===== config.mk =====
export PLATFORM = sky130hd
export DESIGN_NAME = pmsb_status_bank
export DESIGN_NICKNAME = d
export VERILOG_FILES = /design/src/hw/pmsb_pkg.sv /design/src/hw/pmsb_sync2.sv /design/src/hw/pmsb_status_bank.sv
export VERILOG_INCLUDE_DIRS = /design/src /design/src/hw
export SDC_FILE = /design/constraint.sdc
export NUM_CORES = 1
export LEC_CHECK = 0
export ABC_CLOCK_PERIOD_IN_PS = 5000
export BUFFER_PORTS_ARGS = -buffer_cell sky130_fd_sc_hd__buf_2
export CAP_MARGIN = 25
export CORE_MARGIN = 4
export CORE_UTILIZATION = 30
export DETAILED_ROUTE_END_ITERATION = 7
export PLACE_DENSITY = 0.54
export SYNTH_ARGS = -nofsm -noshare
export SYNTH_HDL_FRONTEND = slang
export SYNTH_SLANG_ARGS = --single-unit

===== constraint.sdc =====
create_clock -name CLOCK -period 5 [get_ports CLOCK]
set_input_delay 1 -clock CLOCK [delete_from_list [all_inputs] [get_ports CLOCK]]
set_output_delay 1 -clock CLOCK [all_outputs]
set_load 0.01 [all_outputs]

===== src/hw/pmsb_regs.svh =====
// constants for the power manager status bank: command codes, bit positions, reset values
`ifndef PMSB_REGS_SVH
`define PMSB_REGS_SVH

`define PMSB_CMD_CLEAR_FAULTS 8'h03
`define PMSB_CMD_OUT_V_STAT   8'h7a
`define PMSB_CMD_OUT_I_STAT   8'h7b
`define PMSB_CMD_IN_STAT      8'h7c
`define PMSB_CMD_TEMP_STAT    8'h7d
`define PMSB_CMD_CML_STAT     8'h7e
`define PMSB_CMD_VEND_STAT    8'h80
`define PMSB_CMD_PAD_WORD     8'he5

`define PMSB_BIT_OV_FAULT     7
`define PMSB_BIT_OV_WARN      6
`define PMSB_BIT_UV_WARN      5
`define PMSB_BIT_UV_FAULT     4
`define PMSB_BIT_VMAX_WARN    3
`define PMSB_BIT_TON_MAX      2
`define PMSB_BIT_OC_FAULT     7
`define PMSB_BIT_OC_WARN      5
`define PMSB_BIT_UC_FAULT     4
`define PMSB_BIT_IN_OFF       3
`define PMSB_BIT_CMD_FAULT    7
`define PMSB_BIT_DATA_FAULT   6
`define PMSB_BIT_PEC_FAULT    5
`define PMSB_BIT_MEM_FAULT    4
`define PMSB_BIT_BUS_FAULT    1
`define PMSB_BIT_DISCHARGE    7
`define PMSB_BIT_FLINE1       6
`define PMSB_BIT_FLINE0       5
`define PMSB_BIT_SERVO_OK     4
`define PMSB_BIT_DAC_CONN     3
`define PMSB_BIT_DAC_SAT      2
`define PMSB_BIT_AUX_OFF      1
`define PMSB_BIT_WATCHDOG     0

`define PMSB_MASK_VOUT        8'hfc
`define PMSB_MASK_IOUT        8'hb0
`define PMSB_MASK_INPUT       8'hf8
`define PMSB_MASK_TEMP        8'hf0
`define PMSB_MASK_CML         8'hf2
`define PMSB_MASK_VEND_STICKY 8'he4
`define PMSB_BYTE_RESET       8'h00
`define PMSB_PAGE_ALL         8'hff

`define PMSB_ASEL_HIGH        2'b11
`define PMSB_ASEL_FLOAT       2'b10
`define PMSB_ASEL_LOW         2'b00
`define PMSB_PAD_RSVD         2'b00

`endif


===== src/hw/pmsb_pkg.sv =====
// types for the power manager status bank
package pmsb_pkg;
  typedef logic [7:0] pmsb_byte_t;
  typedef enum logic [2:0] {
    PMSB_PAD_LOW   = 3'b001,
    PMSB_PAD_FLOAT = 3'b010,
    PMSB_PAD_HIGH  = 3'b100
  } pmsb_pad_t;
endpackage


===== src/hw/pmsb_sync2.sv =====
// two-flop synchroniser for a bus of pad levels
`timescale 1ns/1ps
module pmsb_sync2 #(
  parameter int W = 1
) (
  input  wire logic         clock,
  input  wire logic         reset,
  input  wire logic [W-1:0] d,
  output logic      [W-1:0] q
);
  logic [W-1:0] stage1;
  logic [W-1:0] next_stage1;
  logic [W-1:0] next_q;

  always_comb begin
    next_stage1 = d;
    next_q      = stage1;
  end

  always_ff @(posedge clock) begin
    if (reset) begin
      stage1 <= '0;
      q      <= '0;
    end else begin
      stage1 <= next_stage1;
      q      <= next_q;
    end
  end
endmodule


===== src/hw/pmsb_status_bank.sv =====
// status register bank of the four-channel power manager
`timescale 1ns/1ps
`include "pmsb_regs.svh"
module pmsb_status_bank
  import pmsb_pkg::*;
(
  input  wire logic        CLOCK,
  input  wire logic        RESET,
  input  wire logic [7:0]  PAGE,
  input  wire logic [7:0]  READ_CMD,
  output logic      [15:0] READ_DATA,
  output logic             READ_VALID,
  input  wire logic        CLEAR_FAULTS,
  input  wire logic [3:0]  CHAN_ON_CMD,
  input  wire logic [3:0]  VOUT_OV_FAULT,
  input  wire logic [3:0]  VOUT_OV_WARN,
  input  wire logic [3:0]  VOUT_UV_WARN,
  input  wire logic [3:0]  VOUT_UV_FAULT,
  input  wire logic [3:0]  VOUT_MAX_REQ,
  input  wire logic [3:0]  TON_MAX_FAULT,
  input  wire logic [3:0]  IOUT_OC_FAULT,
  input  wire logic [3:0]  IOUT_OC_WARN,
  input  wire logic [3:0]  IOUT_UC_FAULT,
  input  wire logic [3:0]  TEMP_OT_FAULT,
  input  wire logic [3:0]  TEMP_OT_WARN,
  input  wire logic [3:0]  TEMP_UT_WARN,
  input  wire logic [3:0]  TEMP_UT_FAULT,
  input  wire logic        VIN_OV_FAULT,
  input  wire logic        VIN_OV_WARN,
  input  wire logic        VIN_UV_WARN,
  input  wire logic        VIN_UV_FAULT,
  input  wire logic        VIN_OFF,
  input  wire logic        CML_CMD_FAULT,
  input  wire logic        CML_DATA_FAULT,
  input  wire logic        CML_EXTRA_BYTE,
  input  wire logic        CML_PEC_MATCH,
  input  wire logic        CML_MEM_FAULT,
  input  wire logic        CML_BUS_FAULT,
  input  wire logic [3:0]  DISCHARGE_FAULT,
  input  wire logic [3:0]  TURN_ON_TRY,
  input  wire logic [3:0]  FAULT_LINE0_SHUTDOWN,
  input  wire logic [3:0]  FAULT_LINE1_SHUTDOWN,
  input  wire logic [3:0]  SERVO_TARGET_REACHED,
  input  wire logic [3:0]  DAC_CONNECTED,
  input  wire logic [3:0]  DAC_SATURATED,
  input  wire logic [3:0]  AUX_FAULT_RELEASED,
  input  wire logic        WATCHDOG_FAULT,
  input  wire logic        PWRGD_DRIVE_LOW,
  input  wire logic [1:0]  FAULT_DRIVE_LOW,
  input  wire logic        SHARED_FAULT_LINE_0_N,
  input  wire logic        SHARED_FAULT_LINE_1_N,
  input  wire logic        ADDR_SELECT_PAD_0,
  input  wire logic        ADDR_SELECT_PAD_0_FLOAT,
  input  wire logic        ADDR_SELECT_PAD_1,
  input  wire logic        ADDR_SELECT_PAD_1_FLOAT,
  input  wire logic        ON_OFF_PAD_0,
  input  wire logic        ON_OFF_PAD_1,
  input  wire logic        ON_OFF_PAD_2,
  input  wire logic        ON_OFF_PAD_3,
  input  wire logic        ALERT_N_IN,
  output logic             ALERT_N_OUT,
  output logic             ALERT_N_OE
);

  pmsb_byte_t vout_stat [4];
  pmsb_byte_t iout_stat [4];
  pmsb_byte_t temp_stat [4];
  pmsb_byte_t vend_stat [4];
  pmsb_byte_t next_vout [4];
  pmsb_byte_t next_iout [4];
  pmsb_byte_t next_temp [4];
  pmsb_byte_t next_vend [4];
  pmsb_byte_t input_stat;
  pmsb_byte_t next_input;
  pmsb_byte_t cml_stat;
  pmsb_byte_t next_cml;
  logic       watchdog;
  logic       next_watchdog;
  logic       alert_hold;
  logic       next_alert_hold;
  logic [3:0] page_clear;
  logic [3:0] alert_set;
  logic [15:0] pad_word;
  logic [15:0] next_read_data;
  logic        next_read_valid;
  logic [9:0]  pad_raw;
  logic [9:0]  pad_sync;
  logic [1:0]  addr_select_pad_0_code;
  logic [1:0]  addr_select_pad_1_code;
  pmsb_pad_t   addr_select_pad_0_state;
  pmsb_pad_t   addr_select_pad_1_state;
  logic [7:0]  rd_page;

  // raw pads go straight to the synchroniser, bypassing deglitch filters
  assign pad_raw = {SHARED_FAULT_LINE_0_N, SHARED_FAULT_LINE_1_N, ADDR_SELECT_PAD_0, ADDR_SELECT_PAD_0_FLOAT,
                    ADDR_SELECT_PAD_1, ADDR_SELECT_PAD_1_FLOAT, ON_OFF_PAD_0, ON_OFF_PAD_1,
                    ON_OFF_PAD_2, ON_OFF_PAD_3};

  pmsb_sync2 #(.W(10)) u_pad_sync (
    .clock (CLOCK),
    .reset (RESET),
    .d     (pad_raw),
    .q     (pad_sync)
  );

  // clear-faults reaches the selected channel or every channel on the global page
  always_comb begin
    for (int c = 0; c < 4; c++) begin
      page_clear[c] = CLEAR_FAULTS && (PAGE == `PMSB_PAGE_ALL || PAGE == 8'(c));
    end
  end

  genvar ch;
  generate
    for (ch = 0; ch < 4; ch++) begin : g_chan
      always_comb begin
        next_vout[ch] = page_clear[ch] ? `PMSB_BYTE_RESET : vout_stat[ch];
        next_iout[ch] = page_clear[ch] ? `PMSB_BYTE_RESET : iout_stat[ch];
        next_temp[ch] = page_clear[ch] ? `PMSB_BYTE_RESET : temp_stat[ch];
        // sticky vendor bits fall on clear or when channel is commanded on
        next_vend[ch] = (page_clear[ch] || CHAN_ON_CMD[ch]) ? `PMSB_BYTE_RESET
                        : (vend_stat[ch] & `PMSB_MASK_VEND_STICKY);
        // voltage faults and warnings; set beats clear
        next_vout[ch][`PMSB_BIT_OV_FAULT] = next_vout[ch][`PMSB_BIT_OV_FAULT] | VOUT_OV_FAULT[ch];
        next_vout[ch][`PMSB_BIT_OV_WARN]  = next_vout[ch][`PMSB_BIT_OV_WARN] | VOUT_OV_WARN[ch];
        next_vout[ch][`PMSB_BIT_UV_WARN]  = next_vout[ch][`PMSB_BIT_UV_WARN] | VOUT_UV_WARN[ch];
        next_vout[ch][`PMSB_BIT_UV_FAULT] = next_vout[ch][`PMSB_BIT_UV_FAULT] | VOUT_UV_FAULT[ch];
        next_vout[ch][`PMSB_BIT_VMAX_WARN] = next_vout[ch][`PMSB_BIT_VMAX_WARN] | VOUT_MAX_REQ[ch];
        // turn-on time fault, low bits forced zero
        next_vout[ch][`PMSB_BIT_TON_MAX] = next_vout[ch][`PMSB_BIT_TON_MAX] | TON_MAX_FAULT[ch];
        next_vout[ch] = next_vout[ch] & `PMSB_MASK_VOUT;
        next_iout[ch][`PMSB_BIT_OC_FAULT] = next_iout[ch][`PMSB_BIT_OC_FAULT] | IOUT_OC_FAULT[ch];
        next_iout[ch][`PMSB_BIT_OC_WARN]  = next_iout[ch][`PMSB_BIT_OC_WARN] | IOUT_OC_WARN[ch];
        next_iout[ch][`PMSB_BIT_UC_FAULT] = next_iout[ch][`PMSB_BIT_UC_FAULT] | IOUT_UC_FAULT[ch];
        next_iout[ch] = next_iout[ch] & `PMSB_MASK_IOUT;
        next_temp[ch][`PMSB_BIT_OV_FAULT] = next_temp[ch][`PMSB_BIT_OV_FAULT] | TEMP_OT_FAULT[ch];
        next_temp[ch][`PMSB_BIT_OV_WARN]  = next_temp[ch][`PMSB_BIT_OV_WARN] | TEMP_OT_WARN[ch];
        next_temp[ch][`PMSB_BIT_UV_WARN]  = next_temp[ch][`PMSB_BIT_UV_WARN] | TEMP_UT_WARN[ch];
        next_temp[ch][`PMSB_BIT_UV_FAULT] = next_temp[ch][`PMSB_BIT_UV_FAULT] | TEMP_UT_FAULT[ch];
        next_temp[ch] = next_temp[ch] & `PMSB_MASK_TEMP;
        next_vend[ch][`PMSB_BIT_DISCHARGE] = next_vend[ch][`PMSB_BIT_DISCHARGE] | DISCHARGE_FAULT[ch];
        // fault line low at turn-on, or shutdown caused by it
        next_vend[ch][`PMSB_BIT_FLINE1] = next_vend[ch][`PMSB_BIT_FLINE1]
                                          | (TURN_ON_TRY[ch] & ~pad_sync[8]) | FAULT_LINE1_SHUTDOWN[ch];
        next_vend[ch][`PMSB_BIT_FLINE0] = next_vend[ch][`PMSB_BIT_FLINE0]
                                          | (TURN_ON_TRY[ch] & ~pad_sync[9]) | FAULT_LINE0_SHUTDOWN[ch];
        // live servo and DAC state, sticky saturation
        next_vend[ch][`PMSB_BIT_SERVO_OK] = SERVO_TARGET_REACHED[ch];
        next_vend[ch][`PMSB_BIT_DAC_CONN] = DAC_CONNECTED[ch];
        next_vend[ch][`PMSB_BIT_DAC_SAT]  = next_vend[ch][`PMSB_BIT_DAC_SAT] | DAC_SATURATED[ch];
        // live auxiliary release; bit 0 is filled from the unpaged watchdog at read time
        next_vend[ch][`PMSB_BIT_AUX_OFF]  = AUX_FAULT_RELEASED[ch];
        next_vend[ch][`PMSB_BIT_WATCHDOG] = 1'b0;
      end

      // alerting vendor bits newly set on this channel
      assign alert_set[ch] = DISCHARGE_FAULT[ch] | FAULT_LINE0_SHUTDOWN[ch] | FAULT_LINE1_SHUTDOWN[ch]
                             | (TURN_ON_TRY[ch] & ~(pad_sync[8] & pad_sync[9]));

      always_ff @(posedge CLOCK) begin
        if (RESET) begin
          vout_stat[ch] <= `PMSB_BYTE_RESET;
          iout_stat[ch] <= `PMSB_BYTE_RESET;
          temp_stat[ch] <= `PMSB_BYTE_RESET;
          vend_stat[ch] <= `PMSB_BYTE_RESET;
        end else begin
          vout_stat[ch] <= next_vout[ch];
          iout_stat[ch] <= next_iout[ch];
          temp_stat[ch] <= next_temp[ch];
          vend_stat[ch] <= next_vend[ch];
        end
      end
    end
  endgenerate

  // unpaged registers clear on any clear-faults regardless of page
  always_comb begin
    next_input = CLEAR_FAULTS ? `PMSB_BYTE_RESET : input_stat;
    next_cml   = CLEAR_FAULTS ? `PMSB_BYTE_RESET : cml_stat;
    next_input[`PMSB_BIT_OV_FAULT] = next_input[`PMSB_BIT_OV_FAULT] | VIN_OV_FAULT;
    next_input[`PMSB_BIT_OV_WARN]  = next_input[`PMSB_BIT_OV_WARN] | VIN_OV_WARN;
    next_input[`PMSB_BIT_UV_WARN]  = next_input[`PMSB_BIT_UV_WARN] | VIN_UV_WARN;
    next_input[`PMSB_BIT_UV_FAULT] = next_input[`PMSB_BIT_UV_FAULT] | VIN_UV_FAULT;
    next_input[`PMSB_BIT_IN_OFF] = next_input[`PMSB_BIT_IN_OFF] | VIN_OFF;
    next_input = next_input & `PMSB_MASK_INPUT;
    next_cml[`PMSB_BIT_CMD_FAULT] = next_cml[`PMSB_BIT_CMD_FAULT] | CML_CMD_FAULT;
    next_cml[`PMSB_BIT_DATA_FAULT] = next_cml[`PMSB_BIT_DATA_FAULT] | CML_DATA_FAULT;
    // extra byte that is not a matching check byte
    next_cml[`PMSB_BIT_PEC_FAULT] = next_cml[`PMSB_BIT_PEC_FAULT] | (CML_EXTRA_BYTE & ~CML_PEC_MATCH);
    next_cml[`PMSB_BIT_MEM_FAULT] = next_cml[`PMSB_BIT_MEM_FAULT] | CML_MEM_FAULT;
    next_cml[`PMSB_BIT_BUS_FAULT] = next_cml[`PMSB_BIT_BUS_FAULT] | CML_BUS_FAULT;
    next_cml = next_cml & `PMSB_MASK_CML;
    // watchdog is unpaged; on/off commands of one channel do not clear it
    next_watchdog = (watchdog & ~CLEAR_FAULTS) | WATCHDOG_FAULT;
    // alert held low from an alerting event until clear-faults; set wins
    next_alert_hold = (alert_hold & ~CLEAR_FAULTS) | (|alert_set) | WATCHDOG_FAULT;
  end

  always_ff @(posedge CLOCK) begin
    if (RESET) begin
      input_stat <= `PMSB_BYTE_RESET;
      cml_stat   <= `PMSB_BYTE_RESET;
      watchdog   <= 1'b0;
      alert_hold <= 1'b0;
    end else begin
      input_stat <= next_input;
      cml_stat   <= next_cml;
      watchdog   <= next_watchdog;
      alert_hold <= next_alert_hold;
    end
  end

  // open-drain alert: enable low means the pin is pulled low
  assign ALERT_N_OUT = 1'b0;
  assign ALERT_N_OE  = ~alert_hold;

  // address pad decode; float wins over a sampled level
  always_comb begin
    addr_select_pad_0_state = pad_sync[6] ? PMSB_PAD_FLOAT : (pad_sync[7] ? PMSB_PAD_HIGH : PMSB_PAD_LOW);
    addr_select_pad_1_state = pad_sync[4] ? PMSB_PAD_FLOAT : (pad_sync[5] ? PMSB_PAD_HIGH : PMSB_PAD_LOW);
    case (addr_select_pad_0_state)
      PMSB_PAD_HIGH:  addr_select_pad_0_code = `PMSB_ASEL_HIGH;
      PMSB_PAD_FLOAT: addr_select_pad_0_code = `PMSB_ASEL_FLOAT;
      default:        addr_select_pad_0_code = `PMSB_ASEL_LOW;
    endcase
    case (addr_select_pad_1_state)
      PMSB_PAD_HIGH:  addr_select_pad_1_code = `PMSB_ASEL_HIGH;
      PMSB_PAD_FLOAT: addr_select_pad_1_code = `PMSB_ASEL_FLOAT;
      default:        addr_select_pad_1_code = `PMSB_ASEL_LOW;
    endcase
  end

  // drive-state bits are 0 while this chip pulls the line low
  // raw pad levels, fault line 0 in bit 3
  assign pad_word = {~PWRGD_DRIVE_LOW, alert_hold ? 1'b0 : 1'b1, ~FAULT_DRIVE_LOW, `PMSB_PAD_RSVD,
                     addr_select_pad_1_code, addr_select_pad_0_code, pad_sync[2], pad_sync[3], pad_sync[9], pad_sync[8],
                     pad_sync[1], pad_sync[0]};

  // reads only sample state; nothing is cleared by reading
  always_comb begin
    rd_page         = (PAGE > 8'h03) ? 8'h00 : PAGE;
    next_read_valid = 1'b1;
    case (READ_CMD)
      `PMSB_CMD_OUT_V_STAT: next_read_data = {8'h00, vout_stat[rd_page[1:0]]};
      `PMSB_CMD_OUT_I_STAT: next_read_data = {8'h00, iout_stat[rd_page[1:0]]};
      `PMSB_CMD_IN_STAT:    next_read_data = {8'h00, input_stat};
      `PMSB_CMD_TEMP_STAT:  next_read_data = {8'h00, temp_stat[rd_page[1:0]]};
      `PMSB_CMD_CML_STAT:   next_read_data = {8'h00, cml_stat};
      `PMSB_CMD_VEND_STAT:  next_read_data = {8'h00, vend_stat[rd_page[1:0]][7:1], watchdog};
      `PMSB_CMD_PAD_WORD:   next_read_data = pad_word;
      default: begin
        next_read_data  = 16'h0000;
        next_read_valid = 1'b0;
      end
    endcase
  end

  always_ff @(posedge CLOCK) begin
    if (RESET) begin
      READ_DATA  <= 16'h0000;
      READ_VALID <= 1'b0;
    end else begin
      READ_DATA  <= next_read_data;
      READ_VALID <= next_read_valid;
    end
  end
endmodule


==> qor.csv <==
stage,metric,value,unit
logic_synthesis,synth_edf_count,0,
grt,first_global_vias,4744,
logic_synthesis,synthMuxAreaShare,0.0493,
logic_synthesis,seq_area_frac_synth,0.495,
cts,clock_path_buffers,2,
logic_synthesis,synth_flop_cell,dfxtp_1,
worst_setup_path,cp.arrival,3420,ps
cells_and_area,fin_cells,946,
grt,antenna_found_initial,0,
logic_synthesis,synth_area,5130,um2
run,drv_cap,0,
drt,vias_per_cell,5.01,
drt,routed_wl,16400,um
drt,drc,0,
worst_setup_path,cp_top_family,simple AND/OR/NAND/NOR gates,
die,die_h,139,um
drt,drt_pass1_iterations,4,
logic_synthesis,synth_compound_area_frac,0.202,
cts,h-tree-depth,4,
timing,rsz0062_at_grt,no,
timing,fin_setup_tns,0,ps
worst_setup_path,slowest_stage,o2111ai_2,
power,clkPwrFrac,0.486,
grt,grt_pass1_wl,25400,um
place,numPlacedInstances,916,
die,ios,152,
cts,cts_buffers,17,
cts,clock_sinks,127,
die,dieWidth,139,um
logic_synthesis,yosysUniqueCellTypes,50,
power,ir_drop,0.211,mV
timing,setup_viol,0,
logic_synthesis,synth-xor-area-share,0,
cells_and_area,fillers,1763,
timing,timing.fmax,317,MHz
cts,root_buffer,clkbuf_16,
logic_synthesis,syn_avg_cell_area,8.79,um2
drt,wl_per_cell,17.4,um
timing,hold_viol,0,
logic_synthesis,synth_top_family_by_area,compound AO/OA/AOI/OAI gates,
cts,insertion_delay,410,ps
cells_and_area,drive_gt1_frac,0.277,
timing,max_slew.worst_pin.slew,976,ps
cts,path_clk_slew,60,ps
status,status,completed,
die,coreArea,16700,um2
logic_synthesis,async_flop_share,0,
drt,first_iter_violations,314,
power,p_per_area,390,nW/um2
logic_synthesis,synth.ff_latch_count,127,
min_path,hp-class,flip-flop to flip-flop,
grt,grt_max_degree,63,
logic_synthesis,synth_fa_ha_area_frac,0,
timing,finalCriticalPeriod,3150,ps
place,place_congestion,0.788,
timing,fin_skew,6.91,ps
place,dp_hpwl,12100,um
worst_setup_path,crit_path_cell_trace,"buf_2, or4_1, buf_4, nor2_4, o2111ai_2, a21oi_1, nor2_1",
cts,cts_tree,yes,
worst_setup_path,cp_data_required_time,5270,ps
timing,final_max_slew_viol_count,0,
power,p_sw_frac,0.231,
die,dieArea,19300,um2
power,comb_power_share,0.082,
die,rows,47,
die,start_util,0.307,
worst_setup_path,endpoint_kind,flip-flop,
worst_setup_path,cpPeakStageDelay,620,ps
cts,cts_hold_buf,0,
power,p_sw,0.000588,W
worst_setup_path,worstPathMaxFanout,20,
logic_synthesis,yosys_warnings,0,
logic_synthesis,postSynthCellCount,584,
cts,cts_resized,0,
timing,finalCritPeriodShare,0.630,
drt,ant_nets,0,
place,numPortBuffers,147,
grt,grt_util_all_layers,0.167,
grt,gr-total-overflow,0,
power,intPower,0.00196,W
cells_and_area,num_antenna_cells,0,
logic_synthesis,synthSimpleGateAreaFrac,0.196,
worst_setup_path,start_kind,input pin,
cells_and_area,final_nets,848,
cts,cts_setup_buffers,0,
timing,maxSlewHeadroom,0.349,
power,cellLeakagePower,2.73,nW
drt,num_vias,4736,
worst_setup_path,worst-path-buf-inv,2,
cells_and_area,synthToLayoutAreaGrowth,27.7,%
power,pwr-share-seq,0.432,
worst_setup_path,setup.worst_path.class,input pin to flip-flop,
worst reg2reg max path, cell delays in order, from the launching register on:
cell and delay [ps]:
dfxtp_1 330, mux2i_1 80, a21boi_0 320, o221ai_1 210, a31oi_1 240
area by class of cell:
cell class | instances | area [um2] | share of cell area
tap | 220 | 275 | 0.0420
timing repair buffer | 150 | 761 | 0.116
inverter | 20 | 75.1 | 0.0115
clock buffer | 19 | 453 | 0.0691
sequential | 127 | 2540 | 0.388
clock inverter | 11 | 141 | 0.0216
multi-input combinational | 399 | 2300 | 0.352
final timing paths:
path / slack [ps] / end / from / cells after the start
hold reg to reg: 420 / READ_DATA[8] / u_pad_sync.q[4] / 1
hold / removal: 420 / READ_DATA[8] / u_pad_sync.q[4] / 1
setup / recovery: 1850 / vout_stat[3][3] / PAGE[7] / 7
setup reg to reg: 3740 / READ_DATA[2] / vout_stat[3][0] / 4
metrics by stage:
step | area [um2] | hold slack [ps] | utilization | total power [W] | worst slack, ps
floorplan | 5140 | 401 | - | 0.00123 | 2460
global placement | 5960 | 415 | 0.357 | 0.00132 | 1490
detailed placement | 5960 | 413 | 0.357 | 0.00133 | 1460
CTS | 6550 | 425 | 0.392 | 0.00257 | 1880
global route | 6550 | 457 | 0.392 | 0.00265 | 1710
finish | 6550 | 424 | 0.392 | 0.00255 | 1850
cell usage in the layout (no fill, tap or decap), types with 6 or more instances in the layout:
cell / Yosys / final
nor2b_1: 32 / 32
nor2_1: 106 / 106
a31oi_1: 12 / 12
mux2i_1: 14 / 14
o221ai_1: 12 / 12
dfxtp_1: 127 / 127
inv_1: 18 / 18
nor4_1: 9 / 9
buf_2: 12 / 146
clkbuf_16: 0 / 17
nand3_1: 12 / 12
mux2_2: 10 / 10
a21oi_1: 95 / 95
nor3_1: 22 / 22
a41oi_1: 9 / 9
nand2_1: 6 / 6
o21ai_0: 10 / 10
power by group through the flow:
stage | combinational (W) | sequential (W) | clock, W
floorplan | 0.000122 | 0.00111 | 0
global placement | 0.000203 | 0.00112 | 0
detailed placement | 0.000208 | 0.00112 | 0
CTS | 0.000209 | 0.00110 | 0.00126
global route | 0.000232 | 0.00111 | 0.00131
finish | 0.000209 | 0.00110 | 0.00124
cell usage after synthesis, types with 2 or more instances:
| library cell | number | share of area |
|---|---|---|
| a21o_1 | 2 | 0.0029 |
| o221ai_1 | 12 | 0.020 |
| buf_4 | 4 | 0.0059 |
| o21a_1 | 3 | 0.0044 |
| buf_1 | 3 | 0.0022 |
| a21boi_0 | 3 | 0.0044 |
| mux2i_1 | 14 | 0.027 |
| a21oi_1 | 95 | 0.093 |
| o21ai_0 | 10 | 0.0098 |
| or4_1 | 4 | 0.0059 |
| buf_6 | 5 | 0.011 |
| nor4_2 | 2 | 0.0049 |
| o2111ai_1 | 2 | 0.0034 |
| a31oi_1 | 12 | 0.015 |
| o211ai_2 | 2 | 0.0049 |
| dfxtp_1 | 127 | 0.50 |
| o211ai_1 | 4 | 0.0059 |
| nand3_1 | 12 | 0.012 |
| nor2_1 | 106 | 0.078 |
| nor4_1 | 9 | 0.011 |
| a41oi_1 | 9 | 0.015 |
| mux2_2 | 10 | 0.022 |
| clkinv_1 | 2 | 0.0015 |
| nand2_1 | 6 | 0.0044 |
| buf_2 | 12 | 0.012 |
| nor3_1 | 22 | 0.021 |
| clkbuf_1 | 16 | 0.012 |
| a32oi_1 | 2 | 0.0034 |
| nor2b_1 | 32 | 0.039 |
| or3_1 | 2 | 0.0024 |
| a22oi_1 | 4 | 0.0059 |
| inv_1 | 18 | 0.013 |
flip-flops by register name, indices dropped and copies added, names as in the netlist:
signal / cells
vout_stat: 24
vend_stat: 28
cml_stat: 5
u_pad_sync.q: 10
iout_stat: 12
u_pad_sync.next_q: 10
watchdog: 1
READ_DATA: 14
alert_hold: 1
temp_stat: 16
input_stat: 5
READ_VALID: 1
kinds of logic after synthesis:
| kind of cell | Yosys count |
|---|---|
| AND/OR/NAND/NOR | 205 |
| AO/OA/AOI/OAI | 167 |
| flip-flops | 127 |
| buffers and inverters | 60 |
| multiplexers | 24 |
| other | 1 |
metal layers:
layer	part of all wire	routed length [um]	GRT usage	vias up
met3	0.059	968	0.0407	20
met2	0.44	7300	0.254	180
met1	0.48	7820	0.229	2207
met4	0.020	327	0.0654	0
met5	0	0	0	-
li1	-	-	-	2329
Power figures use the tool's default switching activity.
